--- src/qfr_pkg.sv ---
// constants and types shared by the quad read sequencer
package qfr_pkg;
    localparam logic [7:0] OP_QREAD  = 8'heb;
    localparam logic [7:0] OP_WORD   = 8'he7;
    localparam logic [7:0] OP_OCTAL  = 8'he3;
    localparam logic [7:0] OP_WRAP   = 8'h77;
    localparam logic [7:0] OP_PARAM  = 8'hc0;
    localparam logic [3:0] CLK_OPC_SPI    = 4'h8;
    localparam logic [3:0] CLK_OPC_QCM    = 4'h2;
    localparam logic [3:0] CLK_ADDR       = 4'h6;
    localparam logic [3:0] CLK_MODE       = 4'h2;
    localparam logic [3:0] CLK_CFG        = 4'h2;
    localparam logic [3:0] DUM_QREAD_SPI  = 4'h4;
    localparam logic [3:0] DUM_WORD       = 4'h2;
    localparam logic [3:0] DUM_OCTAL      = 4'h0;
    localparam logic [1:0] MODE_CONT      = 2'h2;
    localparam int         MODE_PAIR_LSB  = 4;
    localparam int         WRAP_DIS_POS   = 4;
    localparam int         WRAP_LEN_LSB   = 5;
    localparam int         PARAM_LSB      = 4;
    localparam int         ADDR_W         = 24;
    localparam int         SECT_MAX_LSB   = 6;
    localparam logic [3:0][7:0] WRAP_MASK = {8'h3f, 8'h1f, 8'h0f, 8'h07};
    localparam logic [7:0] UNDERRUN_BYTE  = 8'hff;

    typedef enum logic [3:0] {
        ST_IDLE, ST_OPC, ST_ADDR, ST_MODE, ST_DUMMY,
        ST_DATA, ST_WRAP, ST_PARAM, ST_IGNORE
    } qfr_state_t;

    typedef struct packed {
        logic       wrap_dis;
        logic [1:0] wrap_len;
        logic [1:0] dummy_sel;
    } qfr_cfg_t;

    localparam qfr_cfg_t CFG_RST = '{wrap_dis: 1'b1, wrap_len: 2'h0, dummy_sel: 2'h0};
endpackage

--- src/qfr_read.sv ---
// quad read sequencer: byte fifo and serial-side state machine
`timescale 1ns/1ps

module qfr_fifo #(
    parameter int WIDTH = 8,
    parameter int DEPTH = 8
) (
    input  wire logic             clk,
    input  wire logic             rst,
    input  wire logic             flush,
    input  wire logic             in_valid,
    output logic                  in_ready,
    input  wire logic [WIDTH-1:0] in_data,
    output logic                  out_valid,
    input  wire logic             out_ready,
    output logic [WIDTH-1:0]      out_data
);
    localparam int AW = $clog2(DEPTH);

    typedef struct packed {
        logic [AW-1:0] wr;
        logic [AW-1:0] rd;
        logic [AW:0]   cnt;
        logic          full;
        logic          empty;
    } qfr_fifo_t;

    qfr_fifo_t        q;
    qfr_fifo_t        d;
    logic [WIDTH-1:0] mem_q [DEPTH];
    logic             push;
    logic             pop;

    // refuse shapes that the wrapping pointer arithmetic cannot serve
    if (DEPTH < 2 || (1 << AW) != DEPTH || WIDTH < 1) begin : g_shape_chk
        $error("fifo depth must be a power of two of at least two");
    end

    assign push      = in_valid && !q.full;
    assign pop       = out_ready && !q.empty;
    assign in_ready  = !q.full;
    assign out_valid = !q.empty;
    assign out_data  = mem_q[q.rd];

    always_comb begin
        d = q;
        if (flush) begin
            d.wr  = '0;
            d.rd  = '0;
            d.cnt = '0;
        end else begin
            if (push) begin
                d.wr = q.wr + 1'b1;
            end
            if (pop) begin
                d.rd = q.rd + 1'b1;
            end
            d.cnt = q.cnt + (AW+1)'(push) - (AW+1)'(pop);
        end
        d.full  = (d.cnt == (AW+1)'(DEPTH));
        d.empty = (d.cnt == '0);
    end

    always_ff @(posedge clk or posedge rst) begin
        if (rst) begin
            q       <= '0;
            q.empty <= 1'b1;
        end else begin
            q <= d;
        end
    end

    always_ff @(posedge clk) begin
        if (push && !flush) begin
            mem_q[q.wr] <= in_data;
        end
    end
endmodule

module qfr_read
    import qfr_pkg::*;
#(
    parameter int FIFO_DEPTH = 8
) (
    input  wire logic              CLK,
    input  wire logic              RST,
    input  wire logic              CS_N,
    input  wire logic              SCK,
    input  wire logic [3:0]        IO_IN,
    output logic [3:0]             IO_OUT,
    output logic [3:0]             IO_OE,
    input  wire logic              QUAD_EN,
    input  wire logic              QPI_REQ,
    input  wire logic              SOFT_RST,
    output logic                   QPI_ACTIVE,
    output logic                   CONT_MODE,
    output logic                   WRAP_DIS,
    output logic                   MEM_REQ,
    output logic [ADDR_W-1:0]      MEM_ADDR,
    input  wire logic              MEM_VALID,
    input  wire logic [7:0]        MEM_DATA,
    output logic                   MEM_READY
);
    typedef struct packed {
        logic [2:0]        sck_s;
        logic [2:0]        cs_s;
        logic [2:0][3:0]   io_s;
        logic              sck_l;
        logic              cs_l;
        qfr_state_t        st;
        logic [3:0]        cnt;
        logic [7:0]        sh;
        logic [7:0]        op;
        logic [ADDR_W-1:0] addr;
        logic              cont;
        logic              qcm;
        qfr_cfg_t          cfg;
        logic [ADDR_W-1:0] faddr;
        logic              wrap_act;
        logic              fetch_on;
        logic              busy;
        logic              drop;
        logic              req;
        logic [7:0]        obyte;
        logic              lo;
        logic              oe;
        logic [3:0]        out;
    } qfr_core_t;

    qfr_core_t   q;
    qfr_core_t   d;
    logic        sck_ok;
    logic        cs_ok;
    logic        rise;
    logic        fall;
    logic        csf;
    logic        csr;
    logic [3:0]  io_now;
    logic [3:0]  opc_lim;
    logic        opc_last;
    logic [7:0]  opc_new;
    logic        mode_last;
    logic [7:0]  mode_new;
    logic        adv;
    logic        f_ready;
    logic        f_valid;
    logic [7:0]  f_data;
    logic        f_pop;
    logic [7:0]  wmask;
    logic [3:0]  qcm_dummy;

    if (FIFO_DEPTH < 2) begin : g_depth_chk
        $error("fifo depth too small to hold a prefetched byte");
    end

    // only the second and third stages are compared; the first feeds the second
    assign sck_ok    = (q.sck_s[1] == q.sck_s[2]);
    assign cs_ok     = (q.cs_s[1] == q.cs_s[2]);
    assign rise      = sck_ok && q.sck_s[2] && !q.sck_l && !q.cs_l;
    assign fall      = sck_ok && !q.sck_s[2] && q.sck_l && !q.cs_l;
    assign csf       = cs_ok && !q.cs_s[2] && q.cs_l;
    assign csr       = cs_ok && q.cs_s[2] && !q.cs_l;
    assign io_now    = q.io_s[2];
    assign opc_lim   = q.qcm ? CLK_OPC_QCM : CLK_OPC_SPI;
    assign opc_last  = (q.cnt + 4'h1 == opc_lim);
    assign opc_new   = q.qcm ? {q.sh[3:0], io_now} : {q.sh[6:0], io_now[0]};
    assign mode_last = (q.cnt + 4'h1 == CLK_MODE);
    assign mode_new  = {q.sh[3:0], io_now};
    assign adv       = MEM_VALID && q.busy && f_ready && !q.drop;
    assign f_pop     = fall && (q.st == ST_DATA) && !q.lo && f_valid;
    assign wmask     = WRAP_MASK[q.cfg.wrap_len];
    // total dummy is two per step of the field plus the two mode clocks
    assign qcm_dummy = {1'b0, q.cfg.dummy_sel, 1'b0};

    qfr_fifo #(
        .WIDTH (8),
        .DEPTH (FIFO_DEPTH)
    ) u_fifo (
        .clk       (CLK),
        .rst       (RST),
        .flush     (csr),
        .in_valid  (MEM_VALID && q.busy && !q.drop),
        .in_ready  (f_ready),
        .in_data   (MEM_DATA),
        .out_valid (f_valid),
        .out_ready (f_pop),
        .out_data  (f_data)
    );

    always_comb begin
        d = q;
        d.req   = 1'b0;
        d.sck_s = {q.sck_s[1:0], SCK};
        d.cs_s  = {q.cs_s[1:0], CS_N};
        d.io_s  = {q.io_s[1:0], IO_IN};
        if (sck_ok) begin
            d.sck_l = q.sck_s[2];
        end
        if (cs_ok) begin
            d.cs_l = q.cs_s[2];
        end

        case (q.st)
            ST_IDLE: begin
                d.qcm = QPI_REQ && QUAD_EN;
                if (csf) begin
                    d.cnt = 4'h0;
                    d.sh  = 8'h00;
                    if (q.cont) begin
                        d.st = ST_ADDR;
                    end else begin
                        d.st = ST_OPC;
                    end
                end
            end
            ST_OPC: begin
                if (rise) begin
                    d.sh  = opc_new;
                    d.cnt = q.cnt + 4'h1;
                    if (opc_last) begin
                        d.cnt = 4'h0;
                        d.op  = opc_new;
                        d.st  = ST_IGNORE;
                        case (opc_new)
                            OP_QREAD: begin
                                if (QUAD_EN) begin
                                    d.st = ST_ADDR;
                                end
                            end
                            OP_WORD: begin
                                if (QUAD_EN && !q.qcm) begin
                                    d.st = ST_ADDR;
                                end
                            end
                            OP_OCTAL: begin
                                if (QUAD_EN && !q.qcm) begin
                                    d.st = ST_ADDR;
                                end
                            end
                            OP_WRAP: begin
                                if (!q.qcm) begin
                                    d.st = ST_ADDR;
                                end
                            end
                            OP_PARAM: begin
                                if (q.qcm) begin
                                    d.st = ST_PARAM;
                                end
                            end
                            default: begin
                                d.st = ST_IGNORE;
                            end
                        endcase
                    end
                end
            end
            ST_ADDR: begin
                if (rise) begin
                    d.addr = {q.addr[ADDR_W-5:0], io_now};
                    d.cnt  = q.cnt + 4'h1;
                    if (q.cnt + 4'h1 == CLK_ADDR) begin
                        d.cnt = 4'h0;
                        d.sh  = 8'h00;
                        if (q.op == OP_WRAP) begin
                            d.st = ST_WRAP;
                        end else begin
                            d.st       = ST_MODE;
                            d.faddr    = {q.addr[ADDR_W-5:0], io_now};
                            d.fetch_on = 1'b1;
                            // wrap only for the two wrap-aware reads in serial mode
                            d.wrap_act = !q.cfg.wrap_dis && !q.qcm &&
                                         (q.op == OP_QREAD ||
                                          q.op == OP_WORD);
                        end
                    end
                end
            end
            ST_MODE: begin
                if (rise) begin
                    d.sh  = mode_new;
                    d.cnt = q.cnt + 4'h1;
                    if (mode_last) begin
                        // lower nibble is never looked at
                        d.cont = (mode_new[MODE_PAIR_LSB +: 2] == MODE_CONT);
                        d.cnt  = DUM_OCTAL;
                        if (q.op == OP_QREAD) begin
                            d.cnt = q.qcm ? qcm_dummy : DUM_QREAD_SPI;
                        end else if (q.op == OP_WORD) begin
                            d.cnt = DUM_WORD;
                        end
                        if (d.cnt == 4'h0) begin
                            d.st = ST_DATA;
                        end else begin
                            d.st = ST_DUMMY;
                        end
                        d.lo = 1'b0;
                    end
                end
            end
            ST_DUMMY: begin
                if (rise) begin
                    d.cnt = q.cnt - 4'h1;
                    if (q.cnt == 4'h1) begin
                        d.st = ST_DATA;
                    end
                end
            end
            ST_DATA: begin
                if (fall) begin
                    d.oe = 1'b1;
                    d.lo = !q.lo;
                    if (!q.lo) begin
                        // an empty fifo here means the clock outran memory
                        d.obyte = f_valid ? f_data : UNDERRUN_BYTE;
                        d.out   = d.obyte[7:4];
                    end else begin
                        d.out = q.obyte[3:0];
                    end
                end
            end
            ST_WRAP: begin
                if (rise) begin
                    d.sh  = mode_new;
                    d.cnt = q.cnt + 4'h1;
                    if (q.cnt + 4'h1 == CLK_CFG) begin
                        d.cfg.wrap_dis = mode_new[WRAP_DIS_POS];
                        d.cfg.wrap_len = mode_new[WRAP_LEN_LSB +: 2];
                        d.st           = ST_IGNORE;
                    end
                end
            end
            ST_PARAM: begin
                if (rise) begin
                    d.sh  = mode_new;
                    d.cnt = q.cnt + 4'h1;
                    if (q.cnt + 4'h1 == CLK_CFG) begin
                        d.cfg.dummy_sel = mode_new[PARAM_LSB +: 2];
                        d.st            = ST_IGNORE;
                    end
                end
            end
            ST_IGNORE: begin
                d.st = ST_IGNORE;
            end
            default: begin
                d.st = ST_IDLE;
            end
        endcase

        // prefetch: one request outstanding, fifo back-pressure holds memory
        if (q.fetch_on && !q.busy && !q.drop) begin
            d.req  = 1'b1;
            d.busy = 1'b1;
        end
        if (MEM_VALID && q.busy && f_ready) begin
            d.busy = 1'b0;
            d.drop = 1'b0;
        end
        if (adv) begin
            if (q.wrap_act) begin
                d.faddr[7:0] = (q.faddr[7:0] & ~wmask) |
                               ((q.faddr[7:0] + 8'h01) & wmask);
            end else begin
                d.faddr = q.faddr + 24'h1;
            end
        end

        if (csr) begin
            d.st       = ST_IDLE;
            d.oe       = 1'b0;
            d.fetch_on = 1'b0;
            d.req      = 1'b0;
            d.drop     = q.busy && !(MEM_VALID && f_ready);
            d.busy     = q.busy && !(MEM_VALID && f_ready);
        end
        if (SOFT_RST) begin
            d.cfg  = CFG_RST;
            d.cont = 1'b0;
            d.qcm  = 1'b0;
        end
    end

    always_ff @(posedge CLK or posedge RST) begin
        if (RST) begin
            q       <= '0;
            q.st    <= ST_IDLE;
            q.cfg   <= CFG_RST;
            q.cs_s  <= 3'h7;
            q.cs_l  <= 1'b1;
        end else begin
            q <= d;
        end
    end

    assign IO_OUT     = q.out;
    assign IO_OE      = {4{q.oe}};
    assign QPI_ACTIVE = q.qcm;
    assign CONT_MODE  = q.cont;
    assign WRAP_DIS   = q.cfg.wrap_dis;
    assign MEM_REQ    = q.req;
    assign MEM_ADDR   = q.faddr;
    assign MEM_READY  = f_ready;
endmodule

--- config.mk ---
export PLATFORM = sky130hd
export DESIGN_NAME = qfr_read
export DESIGN_NICKNAME = d
export VERILOG_FILES = /design/src/qfr_pkg.sv /design/src/qfr_read.sv
export SDC_FILE = /design/constraint.sdc
export NUM_CORES = 1
export LEC_CHECK = 0
export BUFFER_PORTS_ARGS = -buffer_cell sky130_fd_sc_hd__buf_2
export CORE_MARGIN = 5
export CORE_UTILIZATION = 55
export DETAILED_ROUTE_END_ITERATION = 12
export GPL_ROUTABILITY_DRIVEN = 0
export HOLD_SLACK_MARGIN = 0.08
export PLACE_DENSITY = 0.76
export SKIP_CTS_REPAIR_TIMING = 1
export SLEW_MARGIN = 20
export SYNTH_ARGS = -nofsm -noshare
export SYNTH_HDL_FRONTEND = slang
export SYNTH_HIERARCHICAL = 1
export SYNTH_SLANG_ARGS = --single-unit
--- constraint.sdc ---
create_clock -name CLK -period 3.5 [get_ports CLK]
set_input_delay 0.175 -clock CLK [delete_from_list [all_inputs] [get_ports CLK]]
set_output_delay 0.175 -clock CLK [all_outputs]
set_load 0.03 [all_outputs]
==> summary.md <==
| Metric | Value |
|---|---|
| Synth Register Bits | 185 |
| Mean Syn Cell Area | 12.0 um2 |
| Critical Path Most Common Cell | ha_1 |
| Core area | 16500 um2 |
| Tot GR Track Use | 19.6% |
| Vias per Instance | 5.96 |
| Relative slew margins | 40.8% |
| Worst vdd ir | 0.346 mV |
| Die area | 19400 um2 |
| Most numerous cell in the Yosys netlist | dfrtp_1 |
| Remaining antenna violation count | 0 |
| Vias in the first global route | 6148 |
| Initial antenna violation count | 0 |
| Global route overflow | 0 |
| Die Span Y | 139 um |
| Pin count of the biggest net entering global routing | 89 |
| Syn-to-layout area delta | 11.0% |
| Post-synth top cells | 115 x dfrtp_1, 64 x edfxtp_1, 57 x nand2_1 |
| Top Layer Used | met4 |
| Clk sink count | 185 |
| Highest Clock Rate | 338 MHz |
| Post-synth ARST share | 65.4% |
| Clock latency on the worst-skew pair | 0.43 ns |
| Cell Area, Synth | 9200 um2 |
| Fin. max-slew vios | 0 |
| Router iterations before antenna repair | 5 |
| Syn Inst Count | 766 |
| DR vias | 6227 |
| # port buffers | 56 |
| Global-route wire length before repair | 30900 um |
| Iteration-0 DRC Markers | 380 |
| Post-route minimum period | 2.96 ns |
| Period utilization | 84.5% |
| Clock slew at reported path FFs | 0.07 ns |
| Cell area after layout | 10200 um2 |
| CP Launch Type | register |
| IO Pins | 57 |
| Clock Skew | 0.00774 ns |
| Share of the synthesized area in the top cell type | 31.3% |
| Post-synthesis sequential area ratio | 53.9% |
| CTS tree | done |
| Syn nets | 801 |
| Placement Cell Area | 9440 um2 |
| Sum of buffers and inverters on the critical path | 1 |
| Layout cells sized above 1 | 20.8% |
| FP Rows | 47 |
| Synth area leader | dfrtp_1 |
| Crit Path Category | reg -> reg |
| RSZ-0062 raised after global routing | no |
| WL final | 18900 um |
| Hold wc startpoint | d[109] |
| Worst-margin pin slew | 0.876 ns |
| Area contributors post-synth | dfrtp_1 31%, edfxtp_1 21%, mux2_2 4.8% |
| Ys Warns | 6 |
| Power Density | 446 nW/um2 |
| CTS Buf Count | 17 |
| Setup violations, final | 0 |
| Clk root buf | clkbuf_16 |
| Max-Cap Viols | 0 |
| Cell chain of the critical path | nand2b_1 > nor4_2 > and2_1 > nor2b_1 > ha_1 > inv_1 > ha_1 > fa_1 > nor2_1 > a21o_1 > and3_1 |
| Chip width | 139 um |
| Met3 wire length | 827 um |
| FF-to-FF path depth | 11 |
| Outcome | finished, final reports clean |
| WL/cell | 18.1 um |
| Met2 WL | 10000 um |
| Reg-to-reg slack, setup | 0.54 ns |
| Hpwl dp | 12900 um |
| Crit-path max cell delay | 0.45 ns |
| Worst Setup End Kind | register |
| CP startpoint | q[95] |
| Initial core utilization | 55.7% |
| P_leak | 4.31 nW |
| CP top delay family | simple AND/OR/NAND/NOR gates |
| Critical Path RT | 3.87 ns |
| Largest fanout on the critical path | 6 |
| CTS max path bufs | 2 |
| Slowest CP cell | fa_1 |
| WP data arrival | 3.33 ns |
| Hold crit path type | reg -> reg |
| Drt drc | 0 |
| CP endpoint | u_fifo/q[0] |
| Synth cell types | 82 |
| Worst reg2reg path startpoint | q[95] |
| Number of flops mapped to enable cells by yosys | 64 |
| Total Neg Setup Slack | 0 ns |
| Nets | 847 |
| Met1 wire length | 7720 um |
| Ys flop type | dfrtp_1 |
| Hold Fails Final Rpt | 0 |
| Diode count | 0 |
| H-Tree Depth | 4 |
| Critical R2R Capture | u_fifo/q[0] |
| Total stage count of the critical path | 11 |
==> sequential cells by signal (all words and copies together) (netlist names), 4 cells and up, named ones only <==
name,cells
q,56
u_fifo/q,12
mode_new,4
MEM_ADDR,21
u_fifo/mem_q,64
io_now,4
d,12
IO_OUT,4
==> logic make-up (layout without fill, tap and decap cells) <==
kind of cell / after synthesis / in the layout / synth area share [%]
AND/OR/NAND/NOR: 254 / 254 / 15.4
flip-flops: 185 / 185 / 53.9
AO/OA/AOI/OAI: 137 / 137 / 10.5
buffers and inverters: 94 / 153 / 6.02
multiplexers: 72 / 72 / 11.2
adder cells (fa/ha/maj): 15 / 15 / 2.12
XOR/XNOR: 9 / 9 / 0.857
==> worst reg2reg max path, delay by kind of cell, from the launching register on <==
kind,cells,cell delay (ns)
AOI/OAI and AO/OA,1,0.13
adders and majority gates,3,0.92
buffers and inverters,1,0.06
DFF,1,0.39
and+or+nand+nor,6,1.40
==> stage by stage <==
stage	hold WS (ns)	total power, mW	cells	utilization (%)	setup slack (ns)
floorplan	0.0390	2.62	766	-	0.263
global placement	0.235	2.71	993	57.1	0.684
detailed placement	0.245	2.73	993	57.1	0.589
CTS	-0.217	4.56	1025	60.6	0.549
global route	0.352	4.73	1045	61.8	0.336
finish	0.343	4.56	1045	61.8	0.544
==> how the worst min path moves through the flow <==
stage | to | slack [ns] | cells after the start
after detailed placement | u_fifo/q[1] | 0.24 | 2
after global routing | io_now[3] | 0.35 | 0
after global placement | u_fifo/q[9] | 0.23 | 2
after floorplan | u_fifo/q[10] | 0.04 | 1
after CTS | u_fifo/q[1] | -0.22 | 2
final | io_now[1] | 0.34 | 0
==> cell type report <==
type,instances,area [um2]
clock buffer,18,429
clock inverter,14,140
fill,1292,6310
inverter,27,106
multi-input combinational,487,3690
sequential,185,4960
tap,220,275
timing repair buffer,94,616
==> power by group <==
part / internal (mW) / switching, mW / total [mW] / leakage [nW]
Sequential: 2.29 / 0.0482 / 2.34 / 2.20
Combinational: 0.143 / 0.235 / 0.378 / 1.84
Clock: 0.999 / 0.843 / 1.84 / 0.269
==> metal layers <==
metal	vias up	GRT usage (%)
met5	-	0
met4	0	6.54
met3	25	4.36
met2	153	34.8
met1	3146	23.6
li1	2903	-
==> cell usage in the layout (no fill, tap or decap), types with 5 or more instances in the layout <==
cell / instances
clkbuf_16: 17
ha_1: 14
nand3_1: 20
o211ai_1: 7
buf_4: 18
nor3_1: 15
a21o_1: 5
dfstp_2: 6
inv_1: 25
and2_1: 6
buf_2: 56
mux2i_1: 16
a22o_1: 9
nand2_1: 57
nand2b_1: 13
and3_1: 9
mux2_2: 39
and4_1: 6
a311oi_1: 6
dfrtp_1: 115
a31oi_1: 11
mux4_1: 16
edfxtp_1: 64
nor2_1: 55
xor2_1: 5
nor2b_1: 19
o21ai_0: 29
nand4_1: 7
dlygate4sd3_1: 20
a21oi_1: 26
nor4_1: 5
nand3b_1: 6
Power figures use the tool's default switching activity.
